## src/byte_fifo.sv

```systemverilog
// Purpose: Holds no logic of its own; the byte FIFO sits beside the loader top.
// Assumes: The loader file is read by every flow that reads this one.
// Notes:   Keeping the FIFO in the loader top's file keeps the loader self-contained.

```

## src/cfg_load_pkg.sv

```systemverilog
// Purpose: Shared constants and carrier types for the parallel configuration loader.
// Assumes: Single 50 MHz clock, all pins sampled synchronously.
// Notes:   Option bit positions refer to the first configuration frame byte.
package cfg_load_pkg;

  localparam int unsigned CLK_HZ           = 50_000_000;
  localparam int unsigned DATA_W           = 8;
  localparam int unsigned FIFO_DEPTH       = 32;
  // Internal processing time per byte, in ns, and its cycle count
  localparam int unsigned BYTE_PROC_NS     = 100;
  localparam int unsigned BYTE_PROC_CYC    = (BYTE_PROC_NS * (CLK_HZ / 1_000_000) + 999) / 1000;
  // Bytes in the whole configuration image (plain default)
  localparam logic [23:0] IMAGE_BYTES      = 24'h000040;
  // Start-up clock ticks needed to finish initialization
  localparam logic [7:0]  INIT_TICKS       = 8'h10;
  // Option bits carried in the first frame byte
  localparam int unsigned OPT_DONE_BIT     = 0;
  localparam int unsigned OPT_USRCLK_BIT   = 1;
  localparam int unsigned OPT_OE_BIT       = 2;
  localparam int unsigned OPT_CLR_BIT      = 3;
  localparam logic [3:0]  OPT_RESET        = 4'h0;

  typedef struct packed {
    logic done_out;
    logic user_clk;
    logic glob_oe;
    logic glob_clr;
  } options_t;

  typedef struct packed {
    logic       valid;
    logic [7:0] data;
  } byte_beat_t;

  typedef enum logic [2:0] {
    ST_IDLE,
    ST_LOAD,
    ST_INIT,
    ST_USER
  } load_state_t;

endpackage : cfg_load_pkg

```

## src/async_parallel_config_handshake.sv

```systemverilog
// Purpose: Device-side control of byte-wide asynchronous parallel configuration loading.
// Assumes: All pins are synchronous to clk; strobes are sampled, not used as clocks.
// Notes:   Two-way bit seven is split into in, out and output enable; open-drain pins into out and output enable.

module async_parallel_config_handshake import cfg_load_pkg::*; (
  // Clock and reset
  input  wire logic       clk,
  input  wire logic       reset_n,
  // Scheme select and restart
  input  wire logic       async_parallel_load,
  input  wire logic       config_restart_n,
  // Host strobes and selects
  input  wire logic       chip_select_low,
  input  wire logic       chip_select_high,
  input  wire logic       write_strobe_n,
  input  wire logic       read_strobe_n,
  // Data bus, bit seven is two-way
  input  wire logic [7:0] data_in,
  output logic            data_bit_seven_out,
  output logic            data_bit_seven_oe,
  // Ready / busy pin
  output logic            ready_not_busy,
  output logic            ready_not_busy_oe,
  input  wire logic       dual_purpose_user_out,
  input  wire logic       dual_purpose_user_oe,
  // Optional pins
  input  wire logic       user_startup_clock,
  output logic            init_done_out,
  output logic            init_done_oe,
  input  wire logic       global_output_enable,
  input  wire logic       global_register_clear_n,
  // Device-wide effects and status
  output logic            io_force_tristate,
  output logic            user_regs_clear,
  output logic            optional_pins_user_io,
  output logic            user_mode,
  output logic            load_error
);

  load_state_t state_q;
  load_state_t state_d;
  options_t    opt_q;
  logic        ws_n_q;
  logic        busy_q;
  logic [7:0]  proc_cnt_q;
  logic [23:0] byte_cnt_q;
  logic [7:0]  init_cnt_q;
  logic        uclk_q;
  logic        rdy_q;
  logic        rdy_oe_q;
  logic        d7_out_q;
  logic        d7_oe_q;
  logic        done_oe_q;
  logic        force_tri_q;
  logic        clr_q;
  logic        opt_io_q;
  logic        user_q;
  logic        err_q;

  // Decoding
  wire selected    = !chip_select_low && chip_select_high;
  wire ws_rise     = !ws_n_q && write_strobe_n;
  wire loading     = (state_q == ST_LOAD);
  wire capture     = loading && selected && ws_rise;
  wire fifo_in_rdy;
  wire fifo_valid;
  wire [7:0] fifo_data;
  wire take_byte   = fifo_valid && !busy_q && loading;
  wire proc_done   = busy_q && (proc_cnt_q == 8'(BYTE_PROC_CYC - 1));
  wire first_byte  = take_byte && (byte_cnt_q == 24'h000000);
  wire last_byte   = proc_done && (byte_cnt_q == IMAGE_BYTES);
  wire uclk_tick   = user_startup_clock && !uclk_q;
  wire init_step   = opt_q.user_clk ? uclk_tick : 1'b1;
  wire init_fin    = (state_q == ST_INIT) && init_step && (init_cnt_q == INIT_TICKS - 8'h01);
  // Busy from capture until the byte is consumed; a full FIFO also holds busy
  wire rdy_level   = !(busy_q || fifo_valid || capture || !fifo_in_rdy);
  wire in_config   = (state_q != ST_USER);
  wire done_pull   = config_restart_n && opt_q.done_out && !init_fin
                     && (loading || (state_q == ST_INIT));
  // All options off: optional pins stay weakly pulled user I/O
  wire no_options  = (opt_q == options_t'(OPT_RESET));
  wire force_tri_d = (state_q == ST_USER) && opt_q.glob_oe
                     && !global_output_enable;
  wire clr_d       = (state_q == ST_USER) && opt_q.glob_clr
                     && !global_register_clear_n;
  wire overrun     = ws_rise && loading && selected && !rdy_q;

  byte_fifo #(
    .WIDTH (DATA_W),
    .DEPTH (FIFO_DEPTH)
  ) u_fifo (
    .clk       (clk),
    .reset_n   (reset_n),
    .clear     (!config_restart_n),
    .in_valid  (capture),
    .in_ready  (fifo_in_rdy),
    .in_data   (data_in),
    .out_valid (fifo_valid),
    .out_ready (take_byte),
    .out_data  (fifo_data)
  );

  always_comb begin
    state_d = state_q;
    unique case (state_q)
      ST_IDLE: if (async_parallel_load && selected) state_d = ST_LOAD;
      ST_LOAD: if (last_byte) state_d = ST_INIT;
      ST_INIT: if (init_fin) state_d = ST_USER;
      ST_USER: state_d = ST_USER;
    endcase
  end

  // Restart returns the whole loader to idle
  always_ff @(posedge clk) begin
    if (!reset_n || !config_restart_n) begin
      state_q    <= ST_IDLE;
      opt_q      <= OPT_RESET;
      busy_q     <= 1'b0;
      proc_cnt_q <= 8'h00;
      byte_cnt_q <= 24'h000000;
    end else begin
      state_q <= state_d;
      if (first_byte) begin
        opt_q.done_out <= fifo_data[OPT_DONE_BIT];
        opt_q.user_clk <= fifo_data[OPT_USRCLK_BIT];
        opt_q.glob_oe  <= fifo_data[OPT_OE_BIT];
        opt_q.glob_clr <= fifo_data[OPT_CLR_BIT];
      end
      if (take_byte) begin
        busy_q     <= 1'b1;
        proc_cnt_q <= 8'h00;
        byte_cnt_q <= byte_cnt_q + 24'h000001;
      end else if (proc_done) begin
        busy_q <= 1'b0;
      end else if (busy_q) begin
        proc_cnt_q <= proc_cnt_q + 8'h01;
      end
    end
  end

  // Initialization pacing counter
  always_ff @(posedge clk) begin
    if (!reset_n || !config_restart_n) begin
      init_cnt_q <= 8'h00;
    end else if ((state_q == ST_INIT) && init_step) begin
      init_cnt_q <= init_cnt_q + 8'h01;
    end
  end

  always_ff @(posedge clk) begin
    if (!reset_n) begin
      ws_n_q <= 1'b1;
      uclk_q <= 1'b0;
    end else begin
      ws_n_q <= write_strobe_n;
      uclk_q <= user_startup_clock;
    end
  end

  // Ready pin: load status while configuring, user drive afterwards
  always_ff @(posedge clk) begin
    if (!reset_n) begin
      rdy_q    <= 1'b1;
      rdy_oe_q <= 1'b0;
    end else if (in_config && async_parallel_load) begin
      rdy_q    <= (state_q == ST_LOAD) ? rdy_level : 1'b1;
      rdy_oe_q <= 1'b1;
    end else begin
      rdy_q    <= dual_purpose_user_out;
      rdy_oe_q <= dual_purpose_user_oe;
    end
  end

  // Bit seven carries the same status only while the host reads
  always_ff @(posedge clk) begin
    if (!reset_n) begin
      d7_out_q <= 1'b0;
      d7_oe_q  <= 1'b0;
    end else begin
      d7_out_q <= (state_q == ST_LOAD) ? rdy_level : 1'b1;
      d7_oe_q  <= in_config && async_parallel_load && !read_strobe_n;
    end
  end

  // Open drain: low only while enabled and not yet in user operation
  always_ff @(posedge clk) begin
    if (!reset_n) begin
      done_oe_q <= 1'b0;
    end else begin
      done_oe_q <= done_pull;
    end
  end

  // Device-wide effects; restart drops user mode at once
  always_ff @(posedge clk) begin
    if (!reset_n) begin
      opt_io_q    <= 1'b1;
      force_tri_q <= 1'b0;
      clr_q       <= 1'b0;
      user_q      <= 1'b0;
    end else begin
      opt_io_q    <= no_options;
      force_tri_q <= force_tri_d;
      clr_q       <= clr_d;
      user_q      <= config_restart_n && (state_d == ST_USER);
    end
  end

  // Strobe while not ready is a host protocol fault, kept sticky
  always_ff @(posedge clk) begin
    if (!reset_n || !config_restart_n) begin
      err_q <= 1'b0;
    end else if (overrun) begin
      err_q <= 1'b1;
    end
  end

  assign ready_not_busy        = rdy_q;
  assign ready_not_busy_oe     = rdy_oe_q;
  assign data_bit_seven_out    = d7_out_q;
  assign data_bit_seven_oe     = d7_oe_q;
  assign init_done_out         = 1'b0;
  assign init_done_oe          = done_oe_q;
  assign io_force_tristate     = force_tri_q;
  assign user_regs_clear       = clr_q;
  assign optional_pins_user_io = opt_io_q;
  assign user_mode             = user_q;
  assign load_error            = err_q;

endmodule : async_parallel_config_handshake

// Flip-flop FIFO; fill-side ready is honest, and a capture while full is dropped
module byte_fifo #(
  parameter int unsigned WIDTH = 8,
  parameter int unsigned DEPTH = 32
) (
  // Clock and reset
  input  wire logic             clk,
  input  wire logic             reset_n,
  input  wire logic             clear,
  // Fill side
  input  wire logic             in_valid,
  output logic                  in_ready,
  input  wire logic [WIDTH-1:0] in_data,
  // Drain side
  output logic                  out_valid,
  input  wire logic             out_ready,
  output logic [WIDTH-1:0]      out_data
);
  localparam int unsigned AW = $clog2(DEPTH);

  logic [WIDTH-1:0] mem_q [DEPTH];
  logic [AW-1:0]    wr_q;
  logic [AW-1:0]    rd_q;
  logic [AW:0]      cnt_q;
  wire              push = in_valid && in_ready;
  wire              pop  = out_valid && out_ready;

  assign in_ready  = (cnt_q < (AW+1)'(DEPTH));
  assign out_valid = (cnt_q != '0);
  assign out_data  = mem_q[rd_q];

  always_ff @(posedge clk) begin
    if (push) begin
      mem_q[wr_q] <= in_data;
    end
  end

  always_ff @(posedge clk) begin
    if (!reset_n || clear) begin
      wr_q  <= '0;
      rd_q  <= '0;
      cnt_q <= '0;
    end else begin
      if (push) begin
        wr_q <= wr_q + 1'b1;
      end
      if (pop) begin
        rd_q <= rd_q + 1'b1;
      end
      cnt_q <= cnt_q + (AW+1)'(push) - (AW+1)'(pop);
    end
  end

endmodule : byte_fifo

```

## config.mk

```make
export PLATFORM = sky130hd
export DESIGN_NAME = async_parallel_config_handshake
export DESIGN_NICKNAME = d
export VERILOG_FILES = /design/src/byte_fifo.sv /design/src/cfg_load_pkg.sv /design/src/async_parallel_config_handshake.sv
export SDC_FILE = /design/constraint.sdc
export NUM_CORES = 1
export LEC_CHECK = 0
export BUFFER_PORTS_ARGS = -buffer_cell sky130_fd_sc_hd__buf_2
export CAP_MARGIN = 25
export CORE_MARGIN = 8
export CORE_UTILIZATION = 58
export CTS_BUF_LIST = sky130_fd_sc_hd__clkbuf_8
export CTS_CLUSTER_DIAMETER = 150
export CTS_CLUSTER_SIZE = 16
export DETAILED_ROUTE_END_ITERATION = 16
export GPL_ROUTABILITY_DRIVEN = 0
export PLACE_DENSITY = 0.78
export REMOVE_ABC_BUFFERS = 1
export SETUP_SLACK_MARGIN = 0.2
export SKIP_LAST_GASP = 1
export SYNTH_ARGS = -nofsm -noshare
export SYNTH_HDL_FRONTEND = slang
export SYNTH_SLANG_ARGS = --single-unit
```

## constraint.sdc

```tcl
create_clock -name clk -period 2.8 [get_ports clk]
set_input_delay 0 -clock clk [delete_from_list [all_inputs] [get_ports clk]]
set_output_delay 0 -clock clk [all_outputs]
set_load 0.01 [all_outputs]
```

After elaboration in Yosys (flattened, before gate mapping)
Memory sizes are Yosys's and may differ from the RTL's. A register that Yosys moved wholly into a read port is not among the register bits. Cells that the tools add are included.

Logic and storage cells: 103. Flip-flop bits (word level): 72. Memory bits (writable): 256. Memories kept: 1. Output and inout bits: 11.

Memory list: u_fifo.mem_q (words 32, width 8, rd ports 1, clocked after Yosys merged registers in 1, wr ports 1, RTL line async_parallel_config_handshake.sv:252) `logic [WIDTH-1:0] mem_q [DEPTH];`.

Mux-type cells: 12. Equality and inequality tests: 8. $add $sub $neg: 7. Order comparisons: 1. Bitwise gates (word level): 1. Reductions and logical operators: 53.

Operators by type and width (count): $logic_and A1 B1 Y1 (28); $add A24 B1 Y24 const B (1); $eq A24 B7 Y1 const B (1); $logic_not A24 Y1 (1); $add A8 B1 Y8 const B (2); $logic_not A1 Y1 (13); $pmux W3 S4 (1); $add A5 B1 Y5 const B (2); $eq A3 B2 Y1 const B (3); $mux W3 (3); $eq A8 B3 Y1 const B (1); $eq A8 B4 Y1 const B (1); $mux W1 (8); $add A6 B1 Y6 (1); $lt A6 B6 Y1 const B (1); $reduce_bool A6 Y1 (1); $sub A6 B1 Y6 (1); $logic_or A1 B1 Y1 (5); $logic_not A4 Y1 (1); $eq A3 B1 Y1 const B (1); $logic_not A3 Y1 (1); $ne A3 B2 Y1 const B (1); $reduce_and A2 Y1 (1); $reduce_bool A2 Y1 (1); 2 further kinds (2).

Depth between registers and ports, before layout
Depth in word-level cells: 9. Gate-level depth with buffers: 15.

Modules after synthesis
A second synthesis with hierarchy kept.

Cells, all modules: 936. Area, all modules: 13794.5 sq um.

Modules (own cells, without submodules): byte_fifo (cells each 622, seq. area each 8107.8 sq um, times used 1, area an instance 11041.8 sq um); async_parallel_config_handshake (cells each 314, seq. area each 1201.2 sq um, times used 1, area an instance 2752.6 sq um).

Least setup slack after synthesis
OpenSTA, ideal clock, no wires.

Path kind: reg-to-reg. Start point: register u_fifo.cnt_q[5]. End point: register u_fifo.cnt_q[4]. Arrival time: 2528 ps. Cell stages (with the launch flop): 16. Data required time: 2672 ps. Buffers on the path: 1. Setup time: 128 ps. Clock period less this slack: 2656 ps. Path slack: 144 ps. Cells stage by stage: dfxtp_1 > inv_1 > ha_1 > nand4bb_1 > nand3_1 > inv_1 > buf_2 > ha_1 > inv_1 > ha_1 > fa_1 > a21oi_1 > nor2_1 > nor2_1 > xor2_1 > nor2_1.

Longest elaborated chain between the ends: 5. Elaborated cells between the ends (all ways): 8. Classes of those cells: add/sub: 2; order compare: 1; reduce/logical: 5.

Ends and longest elaborated chain: from (decl) (RTL line async_parallel_config_handshake.sv:255) `logic [AW:0] cnt_q;`; from (signal assigned) (RTL line async_parallel_config_handshake.sv:281) `cnt_q <= cnt_q + (AW+1)'(push) - (AW+1)'(pop);`; $reduce_bool A6 Y1 * (RTL line async_parallel_config_handshake.sv:260) `assign out_valid = (cnt_q != '0);`; $logic_and A1 B1 Y1 (2 in series) (RTL line async_parallel_config_handshake.sv:68) `wire take_byte = fifo_valid && !busy_q && loading;`; $logic_and A1 B1 Y1 * (RTL line async_parallel_config_handshake.sv:257) `wire pop = out_valid && out_ready;`; named net u_fifo.pop (RTL line async_parallel_config_handshake.sv:257); $sub A6 B1 Y6 * (RTL line async_parallel_config_handshake.sv:281).

Mark *: on every way through the listed nets, which the timed path passes. The rest lies on a longest branch. A chain may end at the register's enable or synchronous reset.

Worst setup path in the final report
Start point: register u_fifo.cnt_q[2]. End point: register u_fifo.cnt_q[4].

Longest elaborated chain between the ends: 5. Elaborated cells between the ends (all ways): 8. Classes of those cells: add/sub: 2; order compare: 1; reduce/logical: 5.

Ends and longest elaborated chain (RTL line): branches (longest 4 deep; another with $lt A6 B6 Y1); $sub A6 B1 Y6 * (async_parallel_config_handshake.sv:281).

Every way passes the cells marked *.

==> results.tsv <==
metric	value	unit
timing.critical_path.from_type	flip-flop	
detail-route-antenna-nets	0	
worst-path-stages	14	
final_core_utilization	65.5	%
placement_rows	44	
crit_path_top_delay_cell	fa_2	
syn_area	8650	um^2
antenna_found_initial	0	
area_of_the_die	19100	um^2
route.final.wire_length	17500	um
synth_top_area_share	44.4	%
worstRegToRegCells	14	
die_y	138	um
clock_path_buffers	3	
path_buf_inv	3	
clock_tree.htree_level_count	1	
routed-via-count	5384	
synth_ff_type	edfxtp_1	
drc	0	
synth.top_cells.by_area	edfxtp_1 44%, dfxtp_1 18%, mux4_2 4.9%	
port_buffer_cells	26	
clock_latency_reported_for_the_late_side_of_the_worst_skew_pair	510	ps
synth_edf_count	128	
timing_worst_slew_pin_value	656	ps
drv_cap	0	
hpwlAfterDp	11500	um
ys_async_sr_fraction	0	%
finalSetupViolCount	0	
detailedRoute.firstPassIterationCount	5	
power_leakage	3.09	nW
detail_route.iter0.violations	429	
holdCritStartpoint	data_in[0]	
syn_avg_cell_area	13.0	um^2
crit_arrival	2920	ps
hold_path_depth	1	
synth.ff_latch_count	204	
maxClockFrequency	394	MHz
clock_sinks	204	
worstReg2RegEnd	u_fifo.cnt_q[4]	
initial_core_util	59.5	%
outcome	completed	
fp.coreArea	14500	um^2
synth-seq-area-share	62.0	%
startpoint_to_endpoint_class_of_the_critical_path	flip-flop to flip-flop	
top_library_cells_by_usage_in_the_layout_fill_and_taps_aside	128 x edfxtp_1, 94 x nor2_1, 75 x dfxtp_1	
clock_tree.root_cell	clkbuf_8	
worst_slew_margin_rel	56.2	%
layout_worst_path_cycle_share	90.5	%
track_usage	17.9	%
r2r_setup_slack	260	ps
global_route.overflow_total	0	
num_io_pins	32	
path_delay_family	adder cells	
power_density	509	nW/um^2
critical_path.cell_chain	inv_1 > ha_1 > nand4bb_1 > nand3_2 > inv_1 > ha_1 > inv_1 > ha_2 > fa_2 > a21oi_2 > nor2_1 > nor2_1 > xor2_1 > nor2_1	
grt_pass1_vias	5468	
r2r-start	u_fifo.cnt_q[2]	
min-delay-path-class	input pin to flip-flop	
avgRoutedWirePerCell	19.3	um
cts_tree	yes	
yosys_warnings	0	
final_worst_path_period_need	2540	ps
global_route_wire_length_before_repair	28200	um
final-hold-violation-count	0	
maximum_number_of_pins_on_one_net_before_global_route_repair	33	
die-width	138	um
netlist_instances	664	
drt-vias-per-instance	5.93	
design_power_total	0.00485	W
endpoint_kind	flip-flop	
mostFrequentLayoutCell	edfxtp_1	
cts_clock_pin_slew_for_the_worst_setup_and_hold_paths	100	ps
ir_worst_vdd	389	uV
syn_to_final_growth	10.1	%
required	3180	ps
rsz_0062_raised_after_global_routing	true	
footprint_of_the_multi_input_gates	3090	um^2
num-nets-final	755	
yosysTopAreaCell	edfxtp_1	
min_to	u_fifo.mem_q[18][0]	
final_max_slew_viol_count	0	
worst-path-max-fanout	2	
crit_path_max_incr_delay	390	ps
ys_types	61	
tritoncts.num_buffers	16	
fillCellCount	1008	
antenna_cells_inserted	0	
post_route_skew	29.7	ps
fraction_of_final_layout_cells_with_drive_strength_greater_than_1	14.0	%
layout.area.seq	5370	um^2
worst register-to-register path, stage by stage, from the launching register on:
cell,delay [ps]
dfxtp_1,330
inv_1,90
ha_1,160
nand4bb_1,180
nand3_2,140
inv_1,70
ha_1,280
inv_1,40
ha_2,190
fa_2,390
a21oi_2,150
nor2_1,50
nor2_1,130
xor2_1,180
nor2_1,60
synth_stat cells (3+ instances only):
| master | number |
|---|---|
| a211oi_1 | 4 |
| a21o_1 | 3 |
| a21oi_1 | 13 |
| a221oi_1 | 4 |
| a22o_1 | 3 |
| a31oi_1 | 3 |
| and2_1 | 4 |
| and3_1 | 7 |
| and4_1 | 4 |
| buf_2 | 8 |
| buf_4 | 3 |
| clkbuf_1 | 13 |
| dfxtp_1 | 76 |
| edfxtp_1 | 128 |
| ha_1 | 18 |
| inv_1 | 20 |
| mux2_2 | 3 |
| mux2i_1 | 30 |
| mux4_2 | 19 |
| nand2_1 | 38 |
| nand3_1 | 19 |
| nand3b_1 | 4 |
| nand4_1 | 16 |
| nor2_1 | 96 |
| nor3_1 | 6 |
| nor3b_1 | 5 |
| nor4_1 | 11 |
| o21ai_0 | 5 |
| o221ai_1 | 4 |
| o22ai_1 | 8 |
| or3b_2 | 3 |
| xnor2_1 | 23 |
| xor2_1 | 24 |
repair_timing:
item                       CTS  global route
gates resized for setup      0             6
setup endpoints to repair    0             9
buffers inserted             0             1
hold buffers                20             0
hold endpoints to repair    14             0
through the flow:
stage	cells	hold slack (ps)	area (um^2)	setup TNS [ps]	worst slack (ps)
global placement	860	164	9000	0	386
finish	908	23.9	9520	0	265
detailed placement	860	170	9000	0	307
floorplan	637	61.9	8510	-240	-173
CTS	907	15.4	9500	0	259
global route	908	44.8	9520	0	102
power by group:
group | total, W | internal [W] | switching (W)
registers | 0.00319 | 0.00319 | 0.00000198
logic | 0.000100 | 0.0000352 | 0.0000648
clock network | 0.00156 | 0.000658 | 0.000901
registers in the layout (all words and copies together) (netlist names), 3 cells and up:
| signal | flops |
|---|---|
| opt_q | 4 |
| byte_cnt_q | 24 |
| u_fifo.rd_q | 5 |
| proc_cnt_q | 8 |
| u_fifo.mem_q | 128 |
| init_cnt_q | 8 |
| u_fifo.cnt_q | 6 |
| u_fifo.wr_q | 5 |
| state_q | 3 |
metal layers:
metal	vias up	wire length, um	GRT usage [%]
li1	2538	-	-
met1	2631	7470	23.1
met2	172	8440	30.0
met3	43	1110	3.12
met4	0	517	6.06
met5	-	0	0
cell type report:
cell class / count / area share, %
clock buffers: 17 / 2.46
clock inverters: 10 / 0.670
inverters: 21 / 0.828
multi-input cells: 412 / 32.4
flip-flops and latches: 204 / 56.4
well taps: 184 / 2.42
repair buffers: 60 / 4.84
worst max-delay path by stage:
| stage | from | endpoint |
|---|---|---|
| 6_report | u_fifo.cnt_q[2] | u_fifo.cnt_q[4] |
| 5_1_grt | u_fifo.cnt_q[2] | u_fifo.cnt_q[4] |
| 4_1_cts | u_fifo.cnt_q[2] | u_fifo.cnt_q[4] |
| 3_5_place_dp | u_fifo.cnt_q[2] | u_fifo.cnt_q[4] |
| 3_3_place_gp | u_fifo.cnt_q[5] | u_fifo.cnt_q[4] |
| 2_1_floorplan | u_fifo.rd_q[1] | opt_q[3] |
cell families after synthesis:
kind of cell	share of synthesized area, %
and+or+nand+nor	14.0
DFF	62.0
AOI/OAI and AO/OA	5.03
muxes	8.81
buffers and inverters	2.50
xor gates and xnor gates	4.76
adders and majority gates	2.83
other	0.0433
Note: power is estimated with default switching activity, not from simulation.
